===== config.mk =====
export PLATFORM = sky130hd
export DESIGN_NAME = acc_dev_flat
export DESIGN_NICKNAME = d
export VERILOG_FILES = /design/src/hw/acc_pkg.sv /design/src/hw/acc_link_if.sv /design/src/hw/acc_dev.sv /design/src/flat_wrapper.sv
export SDC_FILE = /design/constraint.sdc
export NUM_CORES = 1
export LEC_CHECK = 0
export BUFFER_PORTS_ARGS = -buffer_cell sky130_fd_sc_hd__buf_2
export CORE_ASPECT_RATIO = 1.4
export CORE_MARGIN = 5
export CORE_UTILIZATION = 50
export DETAILED_ROUTE_END_ITERATION = 7
export GPL_ROUTABILITY_DRIVEN = 0
export GPL_TIMING_DRIVEN = 0
export PLACE_DENSITY_LB_ADDON = 0.1
export SLEW_MARGIN = 10
export SYNTH_ARGS = -nofsm -noshare
export SYNTH_HDL_FRONTEND = slang
export SYNTH_SLANG_ARGS = --single-unit
export TNS_END_PERCENT = 10

===== constraint.sdc =====
create_clock -name ref_clk -period 5.8 [get_ports ref_clk]
set_input_delay 1.16 -clock ref_clk [delete_from_list [all_inputs] [get_ports ref_clk]]
set_output_delay 1.16 -clock ref_clk [all_outputs]
set_load 0.01 [all_outputs]

===== src/hw/acc_pkg.sv =====
package acc_pkg;
	localparam int          ACC_NUM_CORES    = 6;
	localparam int          ACC_NUM_CHANS    = 4;
	localparam int          ACC_CLK_MHZ      = 100;
	// Calibration run times, in microseconds
	localparam int          ACC_FG_CAL_US    = 10;
	localparam int          ACC_BG_CAL_US    = 5;
	localparam int          ACC_HOST_WAIT_US = 12;
	localparam int          ACC_FG_CAL_CYC   = ACC_FG_CAL_US * ACC_CLK_MHZ;
	localparam int          ACC_BG_CAL_CYC   = ACC_BG_CAL_US * ACC_CLK_MHZ;
	localparam int          ACC_HOST_WAIT_CYC = ACC_HOST_WAIT_US * ACC_CLK_MHZ;
	// Device register map
	localparam logic [7:0]  ACC_REG_CAL_CTRL = 8'h60;
	localparam logic [7:0]  ACC_REG_TRIG     = 8'h61;
	localparam logic [7:0]  ACC_REG_STATUS   = 8'h62;
	localparam logic [7:0]  ACC_REG_OFS_BASE = 8'h70;
	localparam logic [7:0]  ACC_REG_GAIN_BASE = 8'h78;
	localparam logic [7:0]  ACC_REG_TERM_BASE = 8'h80;
	localparam logic [7:0]  ACC_REG_SWAP_SRC = 8'h9A;
	localparam logic [7:0]  ACC_REG_SWAP_MUX = 8'h9B;
	// Host local register map
	localparam logic [7:0]  ACC_HREG_PIN     = 8'hF0;
	localparam logic [7:0]  ACC_HREG_CMD     = 8'hF1;
	localparam logic [7:0]  ACC_HREG_STATUS  = 8'hF2;
	// Field positions
	localparam int          ACC_BIT_BG_EN    = 0;
	localparam int          ACC_BIT_FG_OFS   = 1;
	localparam int          ACC_BIT_BG_OFS   = 2;
	localparam int          ACC_BIT_TRIG_SEL = 0;
	localparam int          ACC_BIT_SOFT_TRIG = 1;
	localparam int          ACC_BIT_FG_DONE  = 0;
	localparam int          ACC_BIT_FG_BUSY  = 1;
	localparam int          ACC_BIT_BG_RUN   = 2;
	localparam int          ACC_BIT_CAL_CORE = 4;
	localparam int          ACC_BIT_CMD_BG   = 0;
	localparam int          ACC_BIT_CMD_SWAP = 1;
	// Reset and recommended values
	localparam logic [7:0]  ACC_RST_CAL_CTRL = 8'h00;
	localparam logic [7:0]  ACC_RST_TRIG     = 8'h00;
	localparam logic [7:0]  ACC_RST_SWAP     = 8'h00;
	localparam logic [7:0]  ACC_TRIM_DEFAULT = 8'h80;
	localparam logic [7:0]  ACC_REC_SWAP_SRC = 8'h1F;
	localparam logic [7:0]  ACC_REC_SWAP_MUX = 8'h1E;
	localparam logic [7:0]  ACC_BG_TRIG_VAL  = 8'h02;
	localparam logic [7:0]  ACC_BG_CTRL_VAL  = 8'h01;
	localparam logic [11:0] ACC_MID_CODE     = 12'h000;
endpackage


===== src/hw/acc_link_if.sv =====
`timescale 1ns/10ps
// Register port and trigger pin between system controller and device
interface acc_link_if;
	logic       external_cal_trigger_pin;
	logic [7:0] reg_addr;
	logic [7:0] reg_wdata;
	logic       reg_wr;
	logic       reg_rd;
	logic [7:0] reg_rdata;
	modport dev  (input external_cal_trigger_pin, reg_addr, reg_wdata, reg_wr, reg_rd, output reg_rdata);
	modport host (output external_cal_trigger_pin, reg_addr, reg_wdata, reg_wr, reg_rd, input reg_rdata);
endinterface


===== src/hw/acc_dev.sv =====
// Added by the designer: the plain strobed port.
`timescale 1ns/10ps
module acc_dev
	import acc_pkg::*;
#(
	parameter int         DW            = 12,
	parameter int         FG_CAL_CYCLES = ACC_FG_CAL_CYC,
	parameter int         BG_CAL_CYCLES = ACC_BG_CAL_CYC,
	parameter logic [7:0] OFS_DEFAULT   = ACC_TRIM_DEFAULT,
	parameter logic [7:0] GAIN_DEFAULT  = ACC_TRIM_DEFAULT,
	parameter logic [7:0] TERM_DEFAULT  = ACC_TRIM_DEFAULT
)(
	input  wire logic                               ref_clk,
	input  wire logic                               reset,
	acc_link_if.dev                                 link,
	input  wire logic [ACC_NUM_CORES-1:0][DW-1:0]   core_sample,
	output logic      [ACC_NUM_CHANS-1:0][DW-1:0]   chan_data,
	output logic      [ACC_NUM_CORES-1:0]           core_sampling,
	output logic      [ACC_NUM_CORES-1:0]           core_in_cal,
	output logic                                    fg_offset_correction,
	output logic                                    bg_offset_correction,
	output logic                                    cal_busy
);
	typedef enum logic [2:0] {ST_FG, ST_IDLE, ST_BG_CAL, ST_SWAP_SRC, ST_SWAP_MUX} acc_state_t;

	acc_state_t  state_q;
	logic [15:0] cnt_q;
	logic [2:0]  phase_q;
	logic [2:0]  src_phase_q;
	logic [2:0]  mux_phase_q;
	logic [7:0]  cal_ctrl_q;
	logic [7:0]  trig_q;
	logic [7:0]  swap_src_q;
	logic [7:0]  swap_mux_q;
	logic [7:0]  ofs_trim_q  [ACC_NUM_CORES];
	logic [7:0]  gain_trim_q [ACC_NUM_CORES];
	logic [7:0]  term_trim_q [ACC_NUM_CHANS];
	logic        fg_done_q;
	logic        pin_s1_q;
	logic        pin_s2_q;
	logic        trig_prev_q;
	logic [7:0]  rdata_q;

	// Phase order: cores 2,0,1 in bank A, then 3,4,5 in bank B
	function automatic logic [2:0] cal_core(input logic [2:0] ph);
		case (ph)
			3'h0:    cal_core = 3'h2;
			3'h1:    cal_core = 3'h0;
			3'h2:    cal_core = 3'h1;
			3'h3:    cal_core = 3'h3;
			3'h4:    cal_core = 3'h4;
			default: cal_core = 3'h5;
		endcase
	endfunction

	// Offline core per bank; idle bank rests with its spare out
	function automatic logic [5:0] offline_set(input logic [2:0] ph);
		logic [2:0] off_a;
		logic [2:0] off_b;
		off_a = (ph < 3'h3) ? cal_core(ph) : 3'h2;
		off_b = (ph >= 3'h3) ? cal_core(ph) : 3'h3;
		offline_set = (6'h01 << off_a) | (6'h01 << off_b);
	endfunction

	// Core feeding a channel: spare stands in for the offline core
	function automatic logic [2:0] chan_core(input int ch, input logic [5:0] offl);
		logic [2:0] home;
		logic [2:0] spare;
		home  = (ch < 2) ? 3'(ch) : 3'(ch + 2);
		spare = (ch < 2) ? 3'h2 : 3'h3;
		chan_core = offl[home] ? spare : home;
	endfunction

	// Trigger source: pin passes two flops first
	wire       trig_src   = trig_q[ACC_BIT_TRIG_SEL] ? pin_s2_q : trig_q[ACC_BIT_SOFT_TRIG];
	wire       trig_rise  = trig_src & ~trig_prev_q;
	wire       bg_en      = cal_ctrl_q[ACC_BIT_BG_EN];
	wire       bg_run     = bg_en & trig_src & ~trig_q[ACC_BIT_TRIG_SEL];
	wire       fg_start   = (state_q == ST_IDLE) & trig_rise & ~bg_en;
	wire       bg_start   = (state_q == ST_IDLE) & bg_run;
	wire       cnt_zero   = (cnt_q == 16'h0000);
	wire [2:0] next_phase = (phase_q == 3'h5) ? 3'h0 : phase_q + 3'h1;
	wire       fg_active  = (state_q == ST_FG);
	wire       fg_end     = fg_active & cnt_zero;
	wire       bg_cal_end = (state_q == ST_BG_CAL) & cnt_zero & bg_run;
	wire [5:0] mux_offl   = offline_set(mux_phase_q);
	wire [5:0] src_offl   = offline_set(src_phase_q);

	// Register decode
	wire       wr       = link.reg_wr;
	wire [7:0] addr     = link.reg_addr;
	wire       ofs_hit  = (addr >= ACC_REG_OFS_BASE) && (addr < ACC_REG_OFS_BASE + 8'(ACC_NUM_CORES));
	wire       gain_hit = (addr >= ACC_REG_GAIN_BASE) && (addr < ACC_REG_GAIN_BASE + 8'(ACC_NUM_CORES));
	wire       term_hit = (addr >= ACC_REG_TERM_BASE) && (addr < ACC_REG_TERM_BASE + 8'(ACC_NUM_CHANS));
	wire [2:0] ofs_idx  = 3'(addr - ACC_REG_OFS_BASE);
	wire [2:0] gain_idx = 3'(addr - ACC_REG_GAIN_BASE);
	wire [1:0] term_idx = 2'(addr - ACC_REG_TERM_BASE);
	wire [7:0] status_val;
	wire [7:0] rd_val;

	assign status_val = {1'b0, cal_core(phase_q), 1'b0, (state_q != ST_FG) && (state_q != ST_IDLE),
		fg_active, fg_done_q};
	assign rd_val = (addr == ACC_REG_CAL_CTRL) ? cal_ctrl_q :
		(addr == ACC_REG_TRIG)     ? trig_q :
		(addr == ACC_REG_STATUS)   ? status_val :
		(addr == ACC_REG_SWAP_SRC) ? swap_src_q :
		(addr == ACC_REG_SWAP_MUX) ? swap_mux_q :
		ofs_hit  ? ofs_trim_q[ofs_idx] :
		gain_hit ? gain_trim_q[gain_idx] :
		term_hit ? term_trim_q[term_idx] : 8'h00;

	// Pin synchroniser and edge memory
	always_ff @(posedge ref_clk)
	begin
		pin_s1_q    <= reset ? 1'b0 : link.external_cal_trigger_pin;
		pin_s2_q    <= reset ? 1'b0 : pin_s1_q;
		trig_prev_q <= reset ? 1'b0 : trig_src;
	end

	// Control registers; read data one cycle later
	always_ff @(posedge ref_clk)
	begin
		if (reset)
		begin
			cal_ctrl_q <= ACC_RST_CAL_CTRL;
			trig_q     <= ACC_RST_TRIG;
			swap_src_q <= ACC_RST_SWAP;
			swap_mux_q <= ACC_RST_SWAP;
			rdata_q    <= 8'h00;
		end
		else
		begin
			if (wr && addr == ACC_REG_CAL_CTRL)
				cal_ctrl_q <= link.reg_wdata & 8'h07;
			if (wr && addr == ACC_REG_TRIG)
				trig_q <= link.reg_wdata & 8'h03;
			if (wr && addr == ACC_REG_SWAP_SRC)
				swap_src_q <= link.reg_wdata;
			if (wr && addr == ACC_REG_SWAP_MUX)
				swap_mux_q <= link.reg_wdata;
			rdata_q <= link.reg_rd ? rd_val : 8'h00;
		end
	end
	assign link.reg_rdata = rdata_q;

	// Trim banks, loaded with factory values at reset
	generate
		for (genvar c = 0; c < ACC_NUM_CORES; c++)
		begin : g_core_trim
			always_ff @(posedge ref_clk)
			begin
				if (reset)
				begin
					ofs_trim_q[c]  <= OFS_DEFAULT;
					gain_trim_q[c] <= GAIN_DEFAULT;
				end
				else
				begin
					if (wr && ofs_hit && ofs_idx == 3'(c))
						ofs_trim_q[c] <= link.reg_wdata;
					if (wr && gain_hit && gain_idx == 3'(c))
						gain_trim_q[c] <= link.reg_wdata;
				end
			end
		end
		for (genvar t = 0; t < ACC_NUM_CHANS; t++)
		begin : g_term_trim
			always_ff @(posedge ref_clk)
			begin
				if (reset)
					term_trim_q[t] <= TERM_DEFAULT;
				else if (wr && term_hit && term_idx == 2'(t))
					term_trim_q[t] <= link.reg_wdata;
			end
		end
	endgenerate

	// Calibration sequencer; reset counts as power-up
	always_ff @(posedge ref_clk)
	begin
		if (reset)
		begin
			state_q     <= ST_FG;
			cnt_q       <= 16'(FG_CAL_CYCLES - 1);
			phase_q     <= 3'h0;
			src_phase_q <= 3'h0;
			mux_phase_q <= 3'h0;
			fg_done_q   <= 1'b0;
		end
		else
		begin
			case (state_q)
				ST_FG:
				begin
					cnt_q <= cnt_q - 16'h0001;
					if (cnt_zero)
					begin
						state_q   <= ST_IDLE;
						fg_done_q <= 1'b1;
					end
				end
				ST_IDLE:
				begin
					if (bg_start)
					begin
						state_q <= ST_BG_CAL;
						cnt_q   <= 16'(BG_CAL_CYCLES - 1);
					end
					else if (fg_start)
					begin
						state_q   <= ST_FG;
						cnt_q     <= 16'(FG_CAL_CYCLES - 1);
						fg_done_q <= 1'b0;
					end
				end
				ST_BG_CAL:
				begin
					// One core at a time; leaving restores the home layout
					cnt_q <= cnt_q - 16'h0001;
					if (!bg_run)
					begin
						state_q     <= ST_IDLE;
						phase_q     <= 3'h0;
						src_phase_q <= 3'h0;
						mux_phase_q <= 3'h0;
					end
					else if (cnt_zero)
					begin
						state_q <= ST_SWAP_SRC;
						cnt_q   <= {8'h00, swap_src_q};
					end
				end
				ST_SWAP_SRC:
				begin
					// New core starts sampling before the mux moves
					cnt_q <= cnt_q - 16'h0001;
					if (cnt_zero)
					begin
						src_phase_q <= next_phase;
						state_q     <= ST_SWAP_MUX;
						cnt_q       <= {8'h00, swap_mux_q};
					end
				end
				ST_SWAP_MUX:
				begin
					cnt_q <= cnt_q - 16'h0001;
					if (cnt_zero)
					begin
						mux_phase_q <= next_phase;
						phase_q     <= next_phase;
						state_q     <= ST_BG_CAL;
						cnt_q       <= 16'(BG_CAL_CYCLES - 1);
					end
				end
				default:
				begin
					state_q <= ST_IDLE;
				end
			endcase
		end
	end

	// Offset correction strobes: once per foreground run, each background core
	always_ff @(posedge ref_clk)
	begin
		fg_offset_correction <= reset ? 1'b0 : fg_end & cal_ctrl_q[ACC_BIT_FG_OFS];
		bg_offset_correction <= reset ? 1'b0 : bg_cal_end & cal_ctrl_q[ACC_BIT_BG_OFS];
	end

	// Core activity: both old and new core sample during a swap
	always_ff @(posedge ref_clk)
	begin
		core_sampling <= reset ? 6'h00 : fg_active ? 6'h00 : ~(src_offl & mux_offl);
		core_in_cal   <= reset ? 6'h3F : fg_active ? 6'h3F :
			(state_q == ST_BG_CAL) ? 6'(6'h01 << cal_core(phase_q)) : 6'h00;
		cal_busy      <= reset ? 1'b1 : fg_active;
	end

	// Channel data: mid-code while foreground calibration runs
	generate
		for (genvar ch = 0; ch < ACC_NUM_CHANS; ch++)
		begin : g_chan
			always_ff @(posedge ref_clk)
			begin
				if (reset || fg_active)
					chan_data[ch] <= DW'(ACC_MID_CODE);
				else
					chan_data[ch] <= core_sample[chan_core(ch, mux_offl)];
			end
		end
	endgenerate
endmodule


===== src/flat_wrapper.sv =====
// flat-port wrapper written by rule: the top's interface ports become plain ports
module acc_dev_flat import acc_pkg::*;
#(
	parameter int         DW            = 12,
	parameter int         FG_CAL_CYCLES = ACC_FG_CAL_CYC,
	parameter int         BG_CAL_CYCLES = ACC_BG_CAL_CYC,
	parameter logic [7:0] OFS_DEFAULT   = ACC_TRIM_DEFAULT,
	parameter logic [7:0] GAIN_DEFAULT  = ACC_TRIM_DEFAULT,
	parameter logic [7:0] TERM_DEFAULT  = ACC_TRIM_DEFAULT
)
  (ref_clk, reset, core_sample, chan_data, core_sampling, core_in_cal, fg_offset_correction, bg_offset_correction, cal_busy, link_external_cal_trigger_pin, link_reg_addr, link_reg_wdata, link_reg_wr, link_reg_rd, link_reg_rdata);
  acc_link_if link_i ();
  input  wire logic ref_clk;
  input  wire logic reset;
  input  wire logic [ACC_NUM_CORES-1:0][DW-1:0] core_sample;
  output logic      [ACC_NUM_CHANS-1:0][DW-1:0] chan_data;
  output logic      [ACC_NUM_CORES-1:0] core_sampling;
  output logic      [ACC_NUM_CORES-1:0] core_in_cal;
  output logic fg_offset_correction;
  output logic bg_offset_correction;
  output logic cal_busy;
  input wire logic [$bits(link_i.external_cal_trigger_pin)-1:0] link_external_cal_trigger_pin;
  input wire logic [$bits(link_i.reg_addr)-1:0] link_reg_addr;
  input wire logic [$bits(link_i.reg_wdata)-1:0] link_reg_wdata;
  input wire logic [$bits(link_i.reg_wr)-1:0] link_reg_wr;
  input wire logic [$bits(link_i.reg_rd)-1:0] link_reg_rd;
  output wire logic [$bits(link_i.reg_rdata)-1:0] link_reg_rdata;
  assign link_i.external_cal_trigger_pin = link_external_cal_trigger_pin;
  assign link_i.reg_addr = link_reg_addr;
  assign link_i.reg_wdata = link_reg_wdata;
  assign link_i.reg_wr = link_reg_wr;
  assign link_i.reg_rd = link_reg_rd;
  assign link_reg_rdata = link_i.reg_rdata;
  acc_dev #(.DW(DW), .FG_CAL_CYCLES(FG_CAL_CYCLES), .BG_CAL_CYCLES(BG_CAL_CYCLES), .OFS_DEFAULT(OFS_DEFAULT), .GAIN_DEFAULT(GAIN_DEFAULT), .TERM_DEFAULT(TERM_DEFAULT)) u_core (.ref_clk(ref_clk), .reset(reset), .link(link_i), .core_sample(core_sample), .chan_data(chan_data), .core_sampling(core_sampling), .core_in_cal(core_in_cal), .fg_offset_correction(fg_offset_correction), .bg_offset_correction(bg_offset_correction), .cal_busy(cal_busy));
endmodule

Word level (Yosys, flattened, before mapping). Memory sizes are Yosys's and may differ from the RTL's. Index checks and enable logic that the tools add are counted.

Bits in registers: 121. RAM bits: 128. Input port bits: 93. Output and inout port bits: 71. Logic and storage cells: 293. Memories kept: 3.

$add $sub $neg: 5. $lt $le $gt $ge: 14. Equal/unequal tests: 40. Shift-type cells: 5. Muxes and demuxes: 118. Bitwise operators: 35. Reductions and logical operators: 49.

Memories: u_core.gain_trim_q (words 6, bits a word 8, rd ports 1, clocked after memory_dff 0, wr ports 6, line acc_dev.sv:36) `logic [7:0] gain_trim_q [ACC_NUM_CORES];`; u_core.ofs_trim_q (words 6, bits a word 8, rd ports 1, clocked after memory_dff 0, wr ports 6, line acc_dev.sv:35) `logic [7:0] ofs_trim_q [ACC_NUM_CORES];`; u_core.term_trim_q (words 4, bits a word 8, rd ports 1, clocked after memory_dff 0, wr ports 4, line acc_dev.sv:37) `logic [7:0] term_trim_q [ACC_NUM_CHANS];`.

Operators with widths (count): two-way mux 8 bit (21); binary-select mux 12 bit (select 3 bit) (4); two-way mux 16 bit (6); case mux 16 bit (5 select lines) (1); two-way mux 1 bit (54); two-way mux 3 bit (18); two-way mux 12 bit (4); case mux 3 bit (5 select lines) (3); equality test 3 x 2 -> 1 bit, second input constant (10); << shifter 1 x 3 -> 6 bit, first input constant (5); logical AND 1 bit (27); equality test 3 bit, second input constant (8); equality test 8 x 7 -> 1 bit, second input constant (3); equality test 8 bit, second input constant (2); greater-or-equal comparator 8 x 7 -> 1 bit, second input constant (2); zero test 16 bit (1); < comparator 3 x 4 -> 1 bit, second input constant (4); < comparator 8 x 7 -> 1 bit, second input constant (2); bitwise OR 1 bit (16); subtractor 16 x 1 -> 16 bit, second input constant (1); equality test 3 x 1 -> 1 bit, second input constant (5); zero test 3 bit (5); bitwise OR 6 bit (2); case mux 3 bit (2 select lines) (2); other kinds (33) (60).

Logic depth before layout (Yosys ltp).
Depth in word-level cells: 10. Depth in mapped cells: 9. Depth with buffers taken out: 7.

Least setup slack after synthesis. No wires, ideal clock.

Kind: input to register. From: input link_reg_addr[6]. To: memory u_core.term_trim_q[3][0], enable pin. Library setup time: 0.375 ns. Data arrival time: 2.463 ns. Required time: 5.425 ns. Setup slack: 2.962 ns. Cell stages on the path: 5. Buffers on the path: 1. Cells stage by stage: or3b_1 nor2b_1 buf_2 nand2_2 o21bai_1.

RTL lines: from (decl) (line flat_wrapper.sv:23) `input wire logic [$bits(link_i.reg_addr)-1:0] link_reg_addr;`; to (decl) (line acc_dev.sv:37).

==> key figures <==
Synthesis
  • Post-synth cell types: 69
  • EDFF count, synth: 128
  • Synthesized area per cell: 10.5 um2
  • Fraction of the yosys area taken by sequential cells: 54.2%
  • Top-area cell type share of the netlist area: 33.2%
  • Syn. warnings: 0
  • Top cells by area, synth: edfxtp_1, dfxtp_1, and2_1, nand2_1, mux4_2
  • Syn Inst Count: 1105
  • Synth Net Count: 1201
  • Seq cells post-synth: 249
  • Synth Flop Type: edfxtp_1
  • Mapped Area: 11600 um2
  • Area leader, netlist: edfxtp_1
  • Async SR Flop Fraction: 0%

Status
  • Status: complete, no violations

CTS
  • CTS tree: done
  • Clock slew at reported path FFs: 0.06 ns
  • Sink Count: 249
  • Cts hold-fix bufs: 0
  • Worst-Skew Late Latency: 0.54 ns
  • Post-CTS Setup Repair Bufs: 0
  • CTS H-tree lvls: 1
  • Post-CTS Resized: 0
  • Clock root buffer: clkbuf_16
  • Clock buffer depth: 3
  • Number of buffers created by CTS: 25

Final layout
  • Nets@finish: 1386
  • Layout cells sized above 1: 20.2%
  • Fin area: 13600 um2
  • Area delta synth->final: 17.2%
  • # diodes: 0

Route
  • Number of remaining DRC errors: 0
  • Vias: 9415
  • Initial DRT Pass Iterations: 6
  • Final WL: 34400 um
  • Routed wire per std cell: 21.4 um
  • Antenna Nets Post-Route: 0
  • DR iter-0 viols: 778
  • Routed vias/inst: 5.85

STA
  • RSZ-0062 raised after global routing: no
  • Fin Hold WS: 0.444 ns
  • Final Hold Fails: 0
  • Final min period: 3.23 ns
  • Final Cycle Share: 55.6%
  • Max-slew violation count: 0
  • Max Freq: 0.310 GHz
  • TNS Setup: 0 ns
  • Max_slew headroom: 42.4%
  • Slew @ Worst Pin: 0.862 ns
  • Finish-stage setup viols: 0
  • Skew final: 0.00953 ns

Place
  • Port-buffer cells: 158
  • DP Area: 12700 um2
  • HPWL Detailed: 25700 um

Power
  • Net Sw Power: 0.855 mW
  • Sw frac: 22.6%
  • Sequential share of power: 50.7%
  • P_int: 2.92 mW
  • Pleak: 5.20 nW
  • Overall Power: 3.78 mW
  • Pwr dens: 279 nW/um2
  • Clock share of power: 43.1%
  • Comb pwr share: 6.2%
  • Peak VDD IR: 0.253 mV

Die
  • Die Ht: 190 um
  • Core area: 22700 um2
  • Die ar.: 26300 um2
  • Die Span X: 139 um
  • # rows: 65
  • IO Count: 164
  • Initial core utilization: 51.0%

Global route
  • Number of global-route vias before repair: 9241
  • Tot GR Track Use: 25.3%
  • Largest net degree at the start of global routing: 16
  • First-pass GRT wire length: 52600 um
  • Initial antenna violation count: 0
  • Gr ovfl total: 0

Worst setup path
  • CP endpoint kind: flop
  • Critical path class: primary input to flop
  • Req. time, crit path: 5.96 ns
  • CP max FO: 10
  • Data arrival time of the worst path: 3.39 ns
  • CP startpoint kind: primary input

Run
  • Maxcap violations: 0

Worst hold path
  • Hold Crit Class: flop to flop
per-layer routing:
layer / track usage (%) / vias up / share of wire (%)
li1: - / 4361 / -
met1: 28.9 / 4444 / 36
met2: 46.1 / 491 / 51
met3: 3.55 / 119 / 7.0
met4: 13.1 / 0 / 6.0
met5: 0 / - / 0
kinds of logic after synthesis:
logic type | share of synthesized area [%]
compound gates | 13.0
xor+xnor | 0.606
fa+ha+maj | 0.325
buf+inv | 3.11
flops | 54.2
mux | 7.50
simple gates | 21.3
power by group through the flow:
stage	registers (mW)	clock network (mW)	logic (mW)
after floorplan	1.94	0	0.130
after global placement	1.95	0	0.230
after detailed placement	1.95	0	0.231
after CTS	1.91	1.65	0.232
after global routing	1.92	1.72	0.250
final	1.91	1.63	0.235
cells in the mapped netlist (5+ instances only):
library cell and instances:
nand2b_1 30, a221o_1 8, a21o_1 11, inv_1 10, o211ai_1 11, a31oi_1 14
o21bai_1 7, nand3_1 24, buf_2 14, xnor2_1 8, a211oi_1 5, a22oi_1 6
dfxtp_1 121, o21ai_0 32, or3_1 13, nor2b_1 9, nor3_1 21, nor4_1 6
clkbuf_1 50, edfxtp_1 128, and2_1 116, a31o_2 5, buf_1 8, mux4_2 22
nand4b_1 5, mux2i_1 36, nor2_1 64, o31ai_1 5, a21oi_1 94, nand2_1 143
through the flow:
stage | util, % | std cells | setup slack, ns
after floorplan | - | 1105 | 2.96
after global placement | 56.1 | 1564 | 2.06
after detailed placement | 56.1 | 1564 | 2.07
after CTS | 59.7 | 1610 | 2.64
after global routing | 59.7 | 1610 | 2.42
final | 59.7 | 1610 | 2.57
layout by cell type (no fill, tap or decap), types with 6 or more instances in the layout:
| cell type | netlist | final |
|---|---|---|
| buf_2 | 14 | 172 |
| nand2_1 | 143 | 143 |
| edfxtp_1 | 128 | 128 |
| dfxtp_1 | 121 | 121 |
| and2_1 | 116 | 116 |
| a21oi_1 | 94 | 94 |
| nor2_1 | 64 | 64 |
| clkbuf_1 | 50 | 56 |
| mux2i_1 | 36 | 36 |
| o21ai_0 | 32 | 32 |
| nand2b_1 | 30 | 30 |
| clkbuf_16 | 0 | 26 |
| nand3_1 | 24 | 24 |
| mux4_2 | 22 | 22 |
| nor3_1 | 21 | 21 |
| a31oi_1 | 14 | 14 |
| or3_1 | 13 | 13 |
| inv_1 | 10 | 11 |
| a21o_1 | 11 | 11 |
| o211ai_1 | 11 | 11 |
| nor2b_1 | 9 | 9 |
| buf_1 | 8 | 8 |
| xnor2_1 | 8 | 8 |
| a221o_1 | 8 | 8 |
| o21bai_1 | 7 | 7 |
| a22oi_1 | 6 | 6 |
| nor4_1 | 6 | 6 |
| clkinv_2 | 0 | 6 |
registers in the layout, indices dropped and copies added, names as in the netlist, 6 cells and up:
signal                 count
u_core.chan_data          48
u_core.cnt_q              16
u_core.core_in_cal         6
u_core.core_sampling       6
u_core.gain_trim_q        48
u_core.link.reg_rdata      8
u_core.ofs_trim_q         48
u_core.swap_mux_q          8
u_core.swap_src_q          8
u_core.term_trim_q        32
critical path, cell delays in order:
cell      delay (ns)
buf_2           0.10
clkbuf_1        0.50
clkbuf_1        0.58
clkbuf_1        0.55
o21bai_1        0.49
final cells by class:
type | count | area [um2]
Buffer | 76 | 318
Clock buffer | 35 | 697
Clock inverter | 11 | 125
Fill cell | 2000 | 9140
Inverter | 11 | 41.3
Multi-Input combinational cell | 769 | 4940
Sequential cell | 249 | 6270
Tap cell | 301 | 377
Timing Repair Buffer | 158 | 791
worst paths after layout:
| check | startpoint | endpoint | slack, ns | cells after the start |
|---|---|---|---|---|
| worst min-delay path | u_core.pin_s1_q | u_core.pin_s2_q | 0.44 | 1 |
| worst max-delay path | reset | u_core.term_trim_q[1][5] | 2.57 | 5 |
| worst max register to register | u_core.phase_q[0] | u_core.chan_data[46] | 3.26 | 9 |
| worst min register to register | u_core.pin_s1_q | u_core.pin_s2_q | 0.44 | 1 |
Power figures use the tool's default switching activity.
